$ cat config.mk
export PLATFORM = sky130hd
export DESIGN_NAME = slsp_packer
export DESIGN_NICKNAME = d
export VERILOG_FILES = /design/src/slsp_pkg.sv /design/src/slsp_packer.sv
export VERILOG_INCLUDE_DIRS = /design/src
export SDC_FILE = /design/constraint.sdc
export NUM_CORES = 2
export LEC_CHECK = 0
export ABC_AREA = 1
export BUFFER_PORTS_ARGS = -buffer_cell sky130_fd_sc_hd__buf_2
export CAP_MARGIN = 20
export CORE_AREA = 2 2 279 281
export CTS_BUF_LIST = sky130_fd_sc_hd__clkbuf_2 sky130_fd_sc_hd__clkbuf_4 sky130_fd_sc_hd__clkbuf_8
export CTS_CLUSTER_SIZE = 10
export DETAILED_ROUTE_END_ITERATION = 7
export DIE_AREA = 0 0 281 283
export PLACE_DENSITY = 0.66
export RECOVER_POWER = 50
export SLEW_MARGIN = 20
export SYNTH_ARGS = -nofsm -noshare
export SYNTH_HDL_FRONTEND = slang
export SYNTH_SLANG_ARGS = --single-unit
$ cat constraint.sdc
create_clock -name ref_clk -period 4.17 [get_ports ref_clk]
set_clock_uncertainty 0.05 [all_clocks]
set_input_delay 0.417 -clock ref_clk [delete_from_list [all_inputs] [get_ports ref_clk]]
set_output_delay 0.417 -clock ref_clk [all_outputs]
set_load 0.005 [all_outputs]
$ cat src/slsp_cfg.svh
// constants of the serial link sample packer: mode codes, frame shapes
// assumes inclusion by bare name before the package and the packer module
`ifndef SLSP_CFG_SVH
`define SLSP_CFG_SVH

// ----------------------------------------------------------------
// link mode setting
// ----------------------------------------------------------------
`define SLSP_MODE_W        5
`define SLSP_MODE_RESET    5'h0_001
`define SLSP_MODE_1        5'h0_001
`define SLSP_MODE_2        5'h0_002
`define SLSP_MODE_3        5'h0_003
`define SLSP_MODE_4        5'h0_004
`define SLSP_MODE_5        5'h0_005
`define SLSP_MODE_6        5'h0_006
`define SLSP_MODE_7        5'h0_007
`define SLSP_MODE_8        5'h0_008
`define SLSP_MODE_9        5'h0_009
`define SLSP_MODE_10       5'h0_00a

// ----------------------------------------------------------------
// frame geometry
// ----------------------------------------------------------------
`define SLSP_CHANNELS      4
`define SLSP_SAMPLE_W      12
`define SLSP_SAMPLES       8
`define SLSP_LANES         8
`define SLSP_OCTETS        5
`define SLSP_CNT_W         4

`endif

$ cat src/slsp_pkg.sv
// types shared by the serial link sample packer
// assumes slsp_cfg.svh sits in the same folder
`include "slsp_cfg.svh"

package slsp_pkg;
    typedef logic [`SLSP_MODE_W-1:0]     slsp_mode_t;
    typedef logic [`SLSP_SAMPLE_W-1:0]   slsp_sample_t;
    typedef logic [`SLSP_OCTETS*8-1:0]   slsp_lane_t;
    typedef logic [`SLSP_CNT_W-1:0]      slsp_cnt_t;
endpackage

$ cat src/slsp_packer.sv
// transport packer: four channel sample frames into per-lane octets
// assumes one clock, synchronous inputs, samples right-justified in 12 bits
//
// What this block does
// - mode 1: 12-bit pairs over six lanes
// - mode 2: one 8-bit sample per lane
// - mode 3: four 10-bit samples per lane
// - mode 4: 12-bit samples over three lanes
// - mode 5: two 8-bit samples per lane
// - mode 6 packs like mode 1
// - mode 7 packs like mode 2
// - mode 8: two 12-bit samples per lane
// - mode 9: eight lanes, one sample each
// - mode 10: even and odd samples split lanes
// - every sample goes msb first
// - link mode setting selects frame layout
// - channels A to D, index within frame
`timescale 1ns/1ps
`include "slsp_cfg.svh"

module slsp_packer
#(
    parameter int SAMPLE_W = `SLSP_SAMPLE_W,
    parameter int LANES    = `SLSP_LANES,
    parameter int OCTETS   = `SLSP_OCTETS
)
(
    input  wire logic                                  ref_clk,
    input  wire logic                                  reset,
    input  wire logic                                  link_enable,
    input  wire slsp_pkg::slsp_mode_t                  link_mode_select,
    input  wire logic [`SLSP_SAMPLES-1:0][SAMPLE_W-1:0] samp_a,
    input  wire logic [`SLSP_SAMPLES-1:0][SAMPLE_W-1:0] samp_b,
    input  wire logic [`SLSP_SAMPLES-1:0][SAMPLE_W-1:0] samp_c,
    input  wire logic [`SLSP_SAMPLES-1:0][SAMPLE_W-1:0] samp_d,
    input  wire logic                                  in_valid,
    output logic                                       in_ready,
    output logic [LANES-1:0][OCTETS*8-1:0]             lane_octets,
    output logic                                       out_valid,
    input  wire logic                                  out_ready,
    output slsp_pkg::slsp_cnt_t                        frame_lanes,
    output slsp_pkg::slsp_cnt_t                        frame_octets,
    output logic                                       frame_64b66b,
    output logic                                       mode_bad
);

    // ----------------------------------------------------------------
    // elaboration check
    // ----------------------------------------------------------------
    if (SAMPLE_W != `SLSP_SAMPLE_W || LANES != `SLSP_LANES ||
        OCTETS != `SLSP_OCTETS)
    begin : g_bad_shape
        $error("packer layouts need 12-bit samples, 8 lanes, 5 octets");
    end

    // ----------------------------------------------------------------
    // mode decode
    // ----------------------------------------------------------------
    // lanes in use for a mode, zero when unsupported
    function automatic slsp_pkg::slsp_cnt_t lanes_of
    (
        input slsp_pkg::slsp_mode_t m
    );
        unique case (m)
            `SLSP_MODE_1, `SLSP_MODE_6:  lanes_of = 4'h6;
            `SLSP_MODE_2, `SLSP_MODE_7,
            `SLSP_MODE_3, `SLSP_MODE_8:  lanes_of = 4'h4;
            `SLSP_MODE_4:                lanes_of = 4'h3;
            `SLSP_MODE_5:                lanes_of = 4'h2;
            `SLSP_MODE_9, `SLSP_MODE_10: lanes_of = 4'h8;
            default:                     lanes_of = 4'h0;
        endcase
    endfunction

    // octets per lane per frame
    function automatic slsp_pkg::slsp_cnt_t octets_of
    (
        input slsp_pkg::slsp_mode_t m
    );
        unique case (m)
            `SLSP_MODE_1, `SLSP_MODE_6,
            `SLSP_MODE_4, `SLSP_MODE_5:  octets_of = 4'h2;
            `SLSP_MODE_2, `SLSP_MODE_7,
            `SLSP_MODE_9:                octets_of = 4'h1;
            `SLSP_MODE_3, `SLSP_MODE_10: octets_of = 4'h5;
            `SLSP_MODE_8:                octets_of = 4'h3;
            default:                     octets_of = 4'h0;
        endcase
    endfunction

    // ----------------------------------------------------------------
    // mode latch
    // ----------------------------------------------------------------
    slsp_pkg::slsp_mode_t active_mode;
    logic                 mode_ok;

    always_ff @(posedge ref_clk)
    begin
        if (reset)
        begin
            active_mode  <= `SLSP_MODE_RESET;
            frame_lanes  <= lanes_of(`SLSP_MODE_RESET);
            frame_octets <= octets_of(`SLSP_MODE_RESET);
            frame_64b66b <= 1'b0;
            mode_bad     <= 1'b0;
        end
        else if (!link_enable)
        begin
            active_mode  <= link_mode_select;
            frame_lanes  <= lanes_of(link_mode_select);
            frame_octets <= octets_of(link_mode_select);
            frame_64b66b <= (link_mode_select >= `SLSP_MODE_4) &&
                            (link_mode_select <= `SLSP_MODE_8);
            mode_bad     <= (lanes_of(link_mode_select) == 4'h0);
        end
    end

    assign mode_ok = (lanes_of(active_mode) != 4'h0);

    // ----------------------------------------------------------------
    // packing network
    // ----------------------------------------------------------------
    logic [3:0][`SLSP_SAMPLES-1:0][SAMPLE_W-1:0] smp;
    logic [LANES-1:0][OCTETS*8-1:0]              packed_lanes;

    // channel order A, B, C, D
    assign smp = {samp_d, samp_c, samp_b, samp_a};

    // layout chosen by the latched mode
    // msb first from the lane's top bit
    // sample index order is time order
    always_comb
    begin
        logic [47:0] w48;
        w48          = 48'h0000_0000_0000;
        packed_lanes = '0;
        unique case (active_mode)
            // pairs of channels over three lanes
            `SLSP_MODE_1, `SLSP_MODE_6:
            begin
                for (int p = 0; p < 2; p++)
                begin
                    w48 = {smp[2*p][0], smp[2*p][1],
                           smp[2*p+1][0], smp[2*p+1][1]};
                    packed_lanes[3*p][39:24]   = w48[47:32];
                    packed_lanes[3*p+1][39:24] = w48[31:16];
                    packed_lanes[3*p+2][39:24] = w48[15:0];
                end
            end
            `SLSP_MODE_2, `SLSP_MODE_7:
                for (int k = 0; k < 4; k++)
                    packed_lanes[k][39:32] = smp[k][0][7:0];
            // four 10-bit samples back to back
            `SLSP_MODE_3:
                for (int k = 0; k < 4; k++)
                    packed_lanes[k] = {smp[k][0][9:0], smp[k][1][9:0],
                                       smp[k][2][9:0], smp[k][3][9:0]};
            // one sample per channel over three lanes
            `SLSP_MODE_4:
            begin
                w48 = {smp[0][0], smp[1][0], smp[2][0], smp[3][0]};
                packed_lanes[0][39:24] = w48[47:32];
                packed_lanes[1][39:24] = w48[31:16];
                packed_lanes[2][39:24] = w48[15:0];
            end
            // A then B, C then D
            `SLSP_MODE_5:
            begin
                packed_lanes[0][39:24] = {smp[0][0][7:0], smp[1][0][7:0]};
                packed_lanes[1][39:24] = {smp[2][0][7:0], smp[3][0][7:0]};
            end
            `SLSP_MODE_8:
                for (int k = 0; k < 4; k++)
                    packed_lanes[k][39:16] = {smp[k][0], smp[k][1]};
            // lane 2c+i carries sample i of channel c
            `SLSP_MODE_9:
                for (int c = 0; c < 4; c++)
                    for (int i = 0; i < 2; i++)
                        packed_lanes[2*c+i][39:32] = smp[c][i][7:0];
            // even samples then odd samples lane
            `SLSP_MODE_10:
                for (int c = 0; c < 4; c++)
                    for (int i = 0; i < 2; i++)
                        packed_lanes[2*c+i] = {smp[c][i][9:0],
                                               smp[c][i+2][9:0],
                                               smp[c][i+4][9:0],
                                               smp[c][i+6][9:0]};
            default: packed_lanes = '0;
        endcase
    end

    // ----------------------------------------------------------------
    // two-entry frame buffer
    // ----------------------------------------------------------------
    logic [LANES-1:0][OCTETS*8-1:0] spare_lanes;
    logic                           spare_valid;
    logic                           push;
    logic                           pop;
    logic                           take;
    logic                           next_out_valid;
    logic                           next_spare_valid;

    // frames of an unsupported mode are taken and dropped
    assign push = in_valid && in_ready;
    assign take = push && mode_ok;
    assign pop  = out_valid && out_ready;

    // occupancy after this cycle
    always_comb
    begin
        next_out_valid   = out_valid;
        next_spare_valid = spare_valid;
        if (!out_valid || pop)
        begin
            next_out_valid   = spare_valid || take;
            next_spare_valid = 1'b0;
        end
        else if (take)
            next_spare_valid = 1'b1;
    end

    // disabling the link flushes partial state
    always_ff @(posedge ref_clk)
    begin
        if (reset || !link_enable)
        begin
            out_valid   <= 1'b0;
            spare_valid <= 1'b0;
            in_ready    <= 1'b0;
        end
        else
        begin
            out_valid   <= next_out_valid;
            spare_valid <= next_spare_valid;
            in_ready    <= !next_spare_valid;
        end
    end

    // frame data registers
    always_ff @(posedge ref_clk)
    begin
        if (reset)
        begin
            lane_octets <= '0;
            spare_lanes <= '0;
        end
        else if (!out_valid || pop)
        begin
            if (spare_valid)
                lane_octets <= spare_lanes;
            else if (take)
                lane_octets <= packed_lanes;
        end
        else if (take)
            spare_lanes <= packed_lanes;
    end

    // ----------------------------------------------------------------
    // checks
    // ----------------------------------------------------------------
    property p_mode1_lane1;
        @(posedge ref_clk) disable iff (reset)
        (active_mode == `SLSP_MODE_1) |->
            packed_lanes[1][39:24] == {samp_a[1][7:0], samp_b[0][11:4]};
    endproperty
    a_mode1_lane1: assert property (p_mode1_lane1)
        else $error("mode 1 lane 1 layout wrong");
    property p_mode2_lane3;
        @(posedge ref_clk) disable iff (reset)
        (active_mode == `SLSP_MODE_2) |->
            packed_lanes[3] == {samp_d[0][7:0], 32'h0000_0000};
    endproperty
    a_mode2_lane3: assert property (p_mode2_lane3)
        else $error("mode 2 lane 3 layout wrong");
    property p_mode3_lane2;
        @(posedge ref_clk) disable iff (reset)
        (active_mode == `SLSP_MODE_3) |->
            packed_lanes[2][29:20] == samp_c[1][9:0];
    endproperty
    a_mode3_lane2: assert property (p_mode3_lane2)
        else $error("mode 3 lane 2 layout wrong");
    property p_mode4_lane2;
        @(posedge ref_clk) disable iff (reset)
        (active_mode == `SLSP_MODE_4) |->
            packed_lanes[2][39:24] == {samp_c[0][3:0], samp_d[0]};
    endproperty
    a_mode4_lane2: assert property (p_mode4_lane2)
        else $error("mode 4 lane 2 layout wrong");
    property p_mode10_lane7;
        @(posedge ref_clk) disable iff (reset)
        (active_mode == `SLSP_MODE_10) |->
            packed_lanes[7][9:0] == samp_d[7][9:0];
    endproperty
    a_mode10_lane7: assert property (p_mode10_lane7)
        else $error("mode 10 lane 7 layout wrong");
    property p_mode9_lane5;
        @(posedge ref_clk) disable iff (reset)
        (active_mode == `SLSP_MODE_9) |->
            packed_lanes[5][39:32] == samp_c[1][7:0];
    endproperty
    a_mode9_lane5: assert property (p_mode9_lane5)
        else $error("mode 9 lane 5 layout wrong");
    property p_load_direct;
        @(posedge ref_clk) disable iff (reset)
        (take && !spare_valid && (!out_valid || pop) && link_enable) |=>
            out_valid && lane_octets == $past(packed_lanes);
    endproperty
    a_load_direct: assert property (p_load_direct)
        else $error("accepted frame not presented next cycle");
    property p_hold_stall;
        @(posedge ref_clk) disable iff (reset)
        (out_valid && !out_ready && link_enable) ##1 link_enable |->
            out_valid && $stable(lane_octets);
    endproperty
    a_hold_stall: assert property (p_hold_stall)
        else $error("frame changed while receiver stalled");
    property p_mode_frozen;
        @(posedge ref_clk) disable iff (reset)
        link_enable ##1 link_enable |-> $stable(active_mode);
    endproperty
    a_mode_frozen: assert property (p_mode_frozen)
        else $error("mode changed while link enabled");
    property p_flush;
        @(posedge ref_clk) disable iff (reset)
        !link_enable |=> !out_valid && !in_ready;
    endproperty
    a_flush: assert property (p_flush)
        else $error("buffer not flushed while link disabled");

endmodule

# Yosys cells after proc, flatten, opt, wreduce, memory -nomap -nowiden
# Memories as Yosys holds them, arrays and structs flattened. A register that Yosys moved wholly into a read port is not among the register bits.
# Cells that the tools add are included.
# Widths: inputs -> output; s select.
# word_totals
reg_bits	658
mem_bits_ro	240
elab_cells	102
n_memories	4
# mem_list
name	words	width	read_ports	rd_clocked_by_memory_dff	write_ports	line	source
(name not given)	16	4	1	1	0	slsp_packer.sv:64	unique case (m)
(name not given)	16	4	1	0	0	slsp_packer.sv:64	
(name not given)	16	4	1	0	0	slsp_packer.sv:64	
(name not given)	16	3	1	0	0	slsp_packer.sv:80	unique case (m)
# op_classes
magnitude_cmp	2
n_eq_ne	10
n_mux	38
bitwise_logic	1
reduce_logical	23
# ops
cell	count
$mux 320	2
$pmux 8 s3	7
$pmux 8 s6	3
$pmux 16 s2	4
$pmux 8 s5	2
$mux 32	2
$pmux 8 s2	4
$pmux 8 s7	1
$mux 24	2
$mux 4	8
$pmux 8 s4	1
$eq 5x3->1 const B	4
$eq 5x4->1 const B	3
$eq 5x2->1 const B	2
$reduce_or 3->1	3
$reduce_or 4->1	2
$reduce_or 2->1	3
$eq 5x1->1 const B	1
$ge 5x3->1 const B	1
$le 5x4->1 const B	1
$logic_and 1x1->1	4
$logic_not 4->1	1
$reduce_and 2->1	2
$reduce_bool 4->1	1
5 further kinds	10

# Logic depth before layout (Yosys ltp)
# depth
word_depth	6
ltp_mapped	11

# Worst setup path before layout
# OpenSTA, ideal clock, no wires.
# synth_path
path_kind	in2reg
from	input reset
to	register (tool-made name)
setup_time_ns	0.113
arrival_ns	1.608
setup_slack_ns	2.399
cell_stages	9
path_buffers	2
cell_sequence	buf_2 > inv_2 > nand2_1 > clkbuf_1 > o22ai_1 > inv_1 > ha_1 > nand2_1 > nor2_1
# synth_lines
item	line	source
start: declaration	slsp_packer.sv:29	input wire logic reset,

# Worst setup path after layout
# layout_path
from	register active_mode[4]
to	register spare_lanes[169] in the netlist's numbering
# layout_via
elab_chain_cells	4
# layout_rtl
item	line	source
start: declaration	slsp_packer.sv:94	slsp_pkg::slsp_mode_t active_mode;
start signal: assignment	slsp_packer.sv:101	active_mode <= `SLSP_MODE_RESET;
start signal: assignment	slsp_packer.sv:109	active_mode <= link_mode_select;
$mux 4	slsp_packer.sv:64	
$reduce_bool 4->1	slsp_packer.sv:118	assign mode_ok = (lanes_of(active_mode) != 4'h0);
$logic_and 1x1->1	slsp_packer.sv:205	assign take = push && mode_ok;
$reduce_and 2->1 (no source line)	--	
end signal: assignment	slsp_packer.sv:255	spare_lanes <= packed_lanes;
end: declaration	slsp_packer.sv:195	logic [LANES-1:0][OCTETS*8-1:0] spare_lanes;
# Several ways; a longest one is shown, not always the timed one.
# A chain may end at the register's enable or synchronous reset.

==> results.yml <==
cts:
  cts-root-buf: "clkbuf_8"
  cts_htree_levels: 3
  ctsHoldBuffers: 224
  cts_made_buffers: 114
  clock_latency_ps: 770
  cts_tree: "yes"
  cts_setup_buffers: 0
  cts.repair.resized: 0
  path_clk_slew_ps: 60
  cts_sinks: 661
  cts_buffer_depth: 3
synth:
  yosysWarnings: 0
  synth_most_common_cell: "a21oi_1"
  synth_edf_count: 0
  async_reset_ff_frac: 0
  synth_common_cells: "a21oi_1 (773), o21ai_0 (690), dfxtp_1 (661)"
  postSynthCellCount: 4247
  yosys.area.top_type: "dfxtp_1"
  ys_seq_area_frac: 0.440
  synth_ff_type: "dfxtp_1"
  synth.area.top_cells: "dfxtp_1 (44%), a21oi_1 (13%), o21ai_0 (11%)"
  syn_area_per_cell_sq_um: 7.08
  synth_seq_cells: 661
  synth_top_area_frac: 0.440
  syn_area_sq_um: 30100
  synth_nets: 4647
  yosysUniqueCellTypes: 39
min_path:
  hold_path_class: "input port to flip-flop"
floorplanning:
  core-area_sq_um: 76700
  pin_count: 726
  dieHeight_um: 283
  initial_core_util: 0.392
  die_area_sq_um: 79500
  die_x_um: 281
  rows: 102
grt:
  grt_pass1_wl_um: 190000
  antenna_found_initial: 20
  grt_pass1_vias: 30922
  grt_max_degree: 182
  track_usage: 0.303
  gr-total-overflow: 0
sta:
  hold_ws_ps: 48.8
  finalMaxSlewViolations: 314
  fin_ws_ps: 513
  post-route-min-period_ps: 3660
  tightest_slew_ps: 2100
  final_hold_viol_count: 0
  rsz0062_at_grt: "no"
  fmax_mhz: 273
  setup-tns-final_ps: 0
  period_share: 0.877
  relSlewSlack: -0.402
  setup_viol: 0
worst_setup_path:
  endpoint_kind: "flip-flop"
  cp.arrival_ps: 4260
  worstSetupPathType: "flip-flop to flip-flop"
  reg2reg_to: "spare_lanes[169]"
  endpoint: "spare_lanes[169]"
  ff2ff_setup_slack_ps: 510
  rr_startpoint: "active_mode[4]"
  crit_fanout: 164
  crit_path_start: "active_mode[4]"
  r2r_cells: 6
  cp-start-kind: "flip-flop"
  required_ps: 4770
detailed_routing:
  vias_per_cell: 5.54
  remaining_drc_errors: 0
  routed_wirelength_um: 127000
  antenna_left: 0
  drtIter0Drc: 3763
  routedWlPerCell_um: 20.9
  vias: 33698
  dr.pass1.iters: 6
run_status:
  status: "complete, but fails checks"
  violations: "max-capacitance violations, max-slew violations"
layout:
  drive_gt1_frac: 0.135
  multi_input_area_sq_um: 14400
  fin_area_sq_um: 38100
  layout.nets: 5335
  seq_area_sq_um: 13200
  n_fill_cell: 7633
  layoutNonFillerInstCount: 6085
  area_growth_syn_to_layout_pct: 26.8
placed_design:
  place_area_sq_um: 33700
  numPortBuffers: 676
  dpl.hpwl_um: 79700
  dp.cells: 5635
  gp_congestion: 0.939
  dp_slack_ps: 1290
run:
  max-cap-violations: 2
power_and_ir_drop:
  peakVddDrop_mv: 0.270
  power.static_leakage_nw: 16.8
  powerDensity_nw_per_um2: 392
-- metrics by stage --
| step | util | power, mW |
|---|---|---|
| floorplan | - | 7.50 |
| global placement | 0.439 | 8.30 |
| detailed placement | 0.439 | 8.30 |
| CTS | 0.501 | 15.0 |
| global route | 0.497 | 15.4 |
| finish | 0.497 | 14.9 |
-- logic make-up (layout without fill, tap and decap cells) --
group	after synthesis	count (layout)	synth area share
buffers and inverters	590	1363	0.0810
flip-flops	661	661	0.440
AO/OA/AOI/OAI	1696	1696	0.301
AND/OR/NAND/NOR	1293	1293	0.175
adder cells (fa/ha/maj)	6	6	0.00250
other	1	26	0.000125
-- routing by layer --
layer	vias up	wire [um]	track usage	part of all wire
met3	331	13100	0.0807	0.10
met1	15815	51900	0.400	0.41
li1	15810	-	-	-
met4	0	6630	0.151	0.052
met2	1742	55700	0.457	0.44
met5	-	0	0	0
-- critical path, stage by stage, from the launching register on --
cell and delay, ps:
dfxtp_1 360, inv_1 310, nand4_1 230, nor2_4 400
clkbuf_4 1350, o21ai_0 290, nor2_1 210
-- registers in the layout (all words and copies together), names as in the netlist, named ones only --
signal / count
spare_valid: 1
frame_lanes: 4
in_ready: 1
out_valid: 1
mode_bad: 1
frame_64b66b: 1
lane_octets: 320
frame_octets: 3
active_mode: 5
spare_lanes: 320
-- placed cells by master, fill, tap and decap left out, types with 25 or more instances in the layout --
cell / netlist / layout
a21oi_1: 773 / 773
o21ai_0: 690 / 695
dfxtp_1: 661 / 661
nand2_1: 614 / 615
nor2_1: 444 / 444
buf_2: 116 / 407
clkbuf_1: 236 / 267
dlygate4sd3_1: 0 / 224
inv_1: 211 / 212
nand3_1: 180 / 180
clkbuf_8: 0 / 146
a22o_1: 44 / 44
o21a_1: 42 / 42
o22ai_1: 38 / 38
clkbuf_4: 0 / 36
buf_4: 8 / 30
o211ai_1: 29 / 29
diode_2: 0 / 25
-- area by class of cell --
cell class,instances,share of cell area
inverters,220,0.0223
well taps,1040,0.0341
multi-input cells,2996,0.377
diodes,25,0.00164
repair buffers,942,0.151
clock inverters,20,0.00719
flip-flops and latches,661,0.347
clock buffers,181,0.0596
-- worst min-delay path by stage --
stage	from	end	slack, ps	cells after the start
4_1_cts	samp_b[20]	spare_lanes[112]	0.1	5
3_5_place_dp	spare_lanes[173]	spare_lanes[173]	410	2
3_3_place_gp	mode_bad	mode_bad	390	2
6_report	samp_b[45]	spare_lanes[49]	50	4
5_1_grt	samp_b[73]	spare_lanes[81]	20	4
2_1_floorplan	spare_lanes[163]	spare_lanes[163]	400	2
-- power by group --
part | leakage (nW) | internal (mW) | switching, mW
sequential | 5.36 | 6.51 | 0.100
combinational | 10.1 | 0.630 | 1.12
clock | 1.35 | 3.71 | 2.87
total | 16.8 | 10.9 | 4.09
No activity file was read; power rests on OpenSTA's default activity.
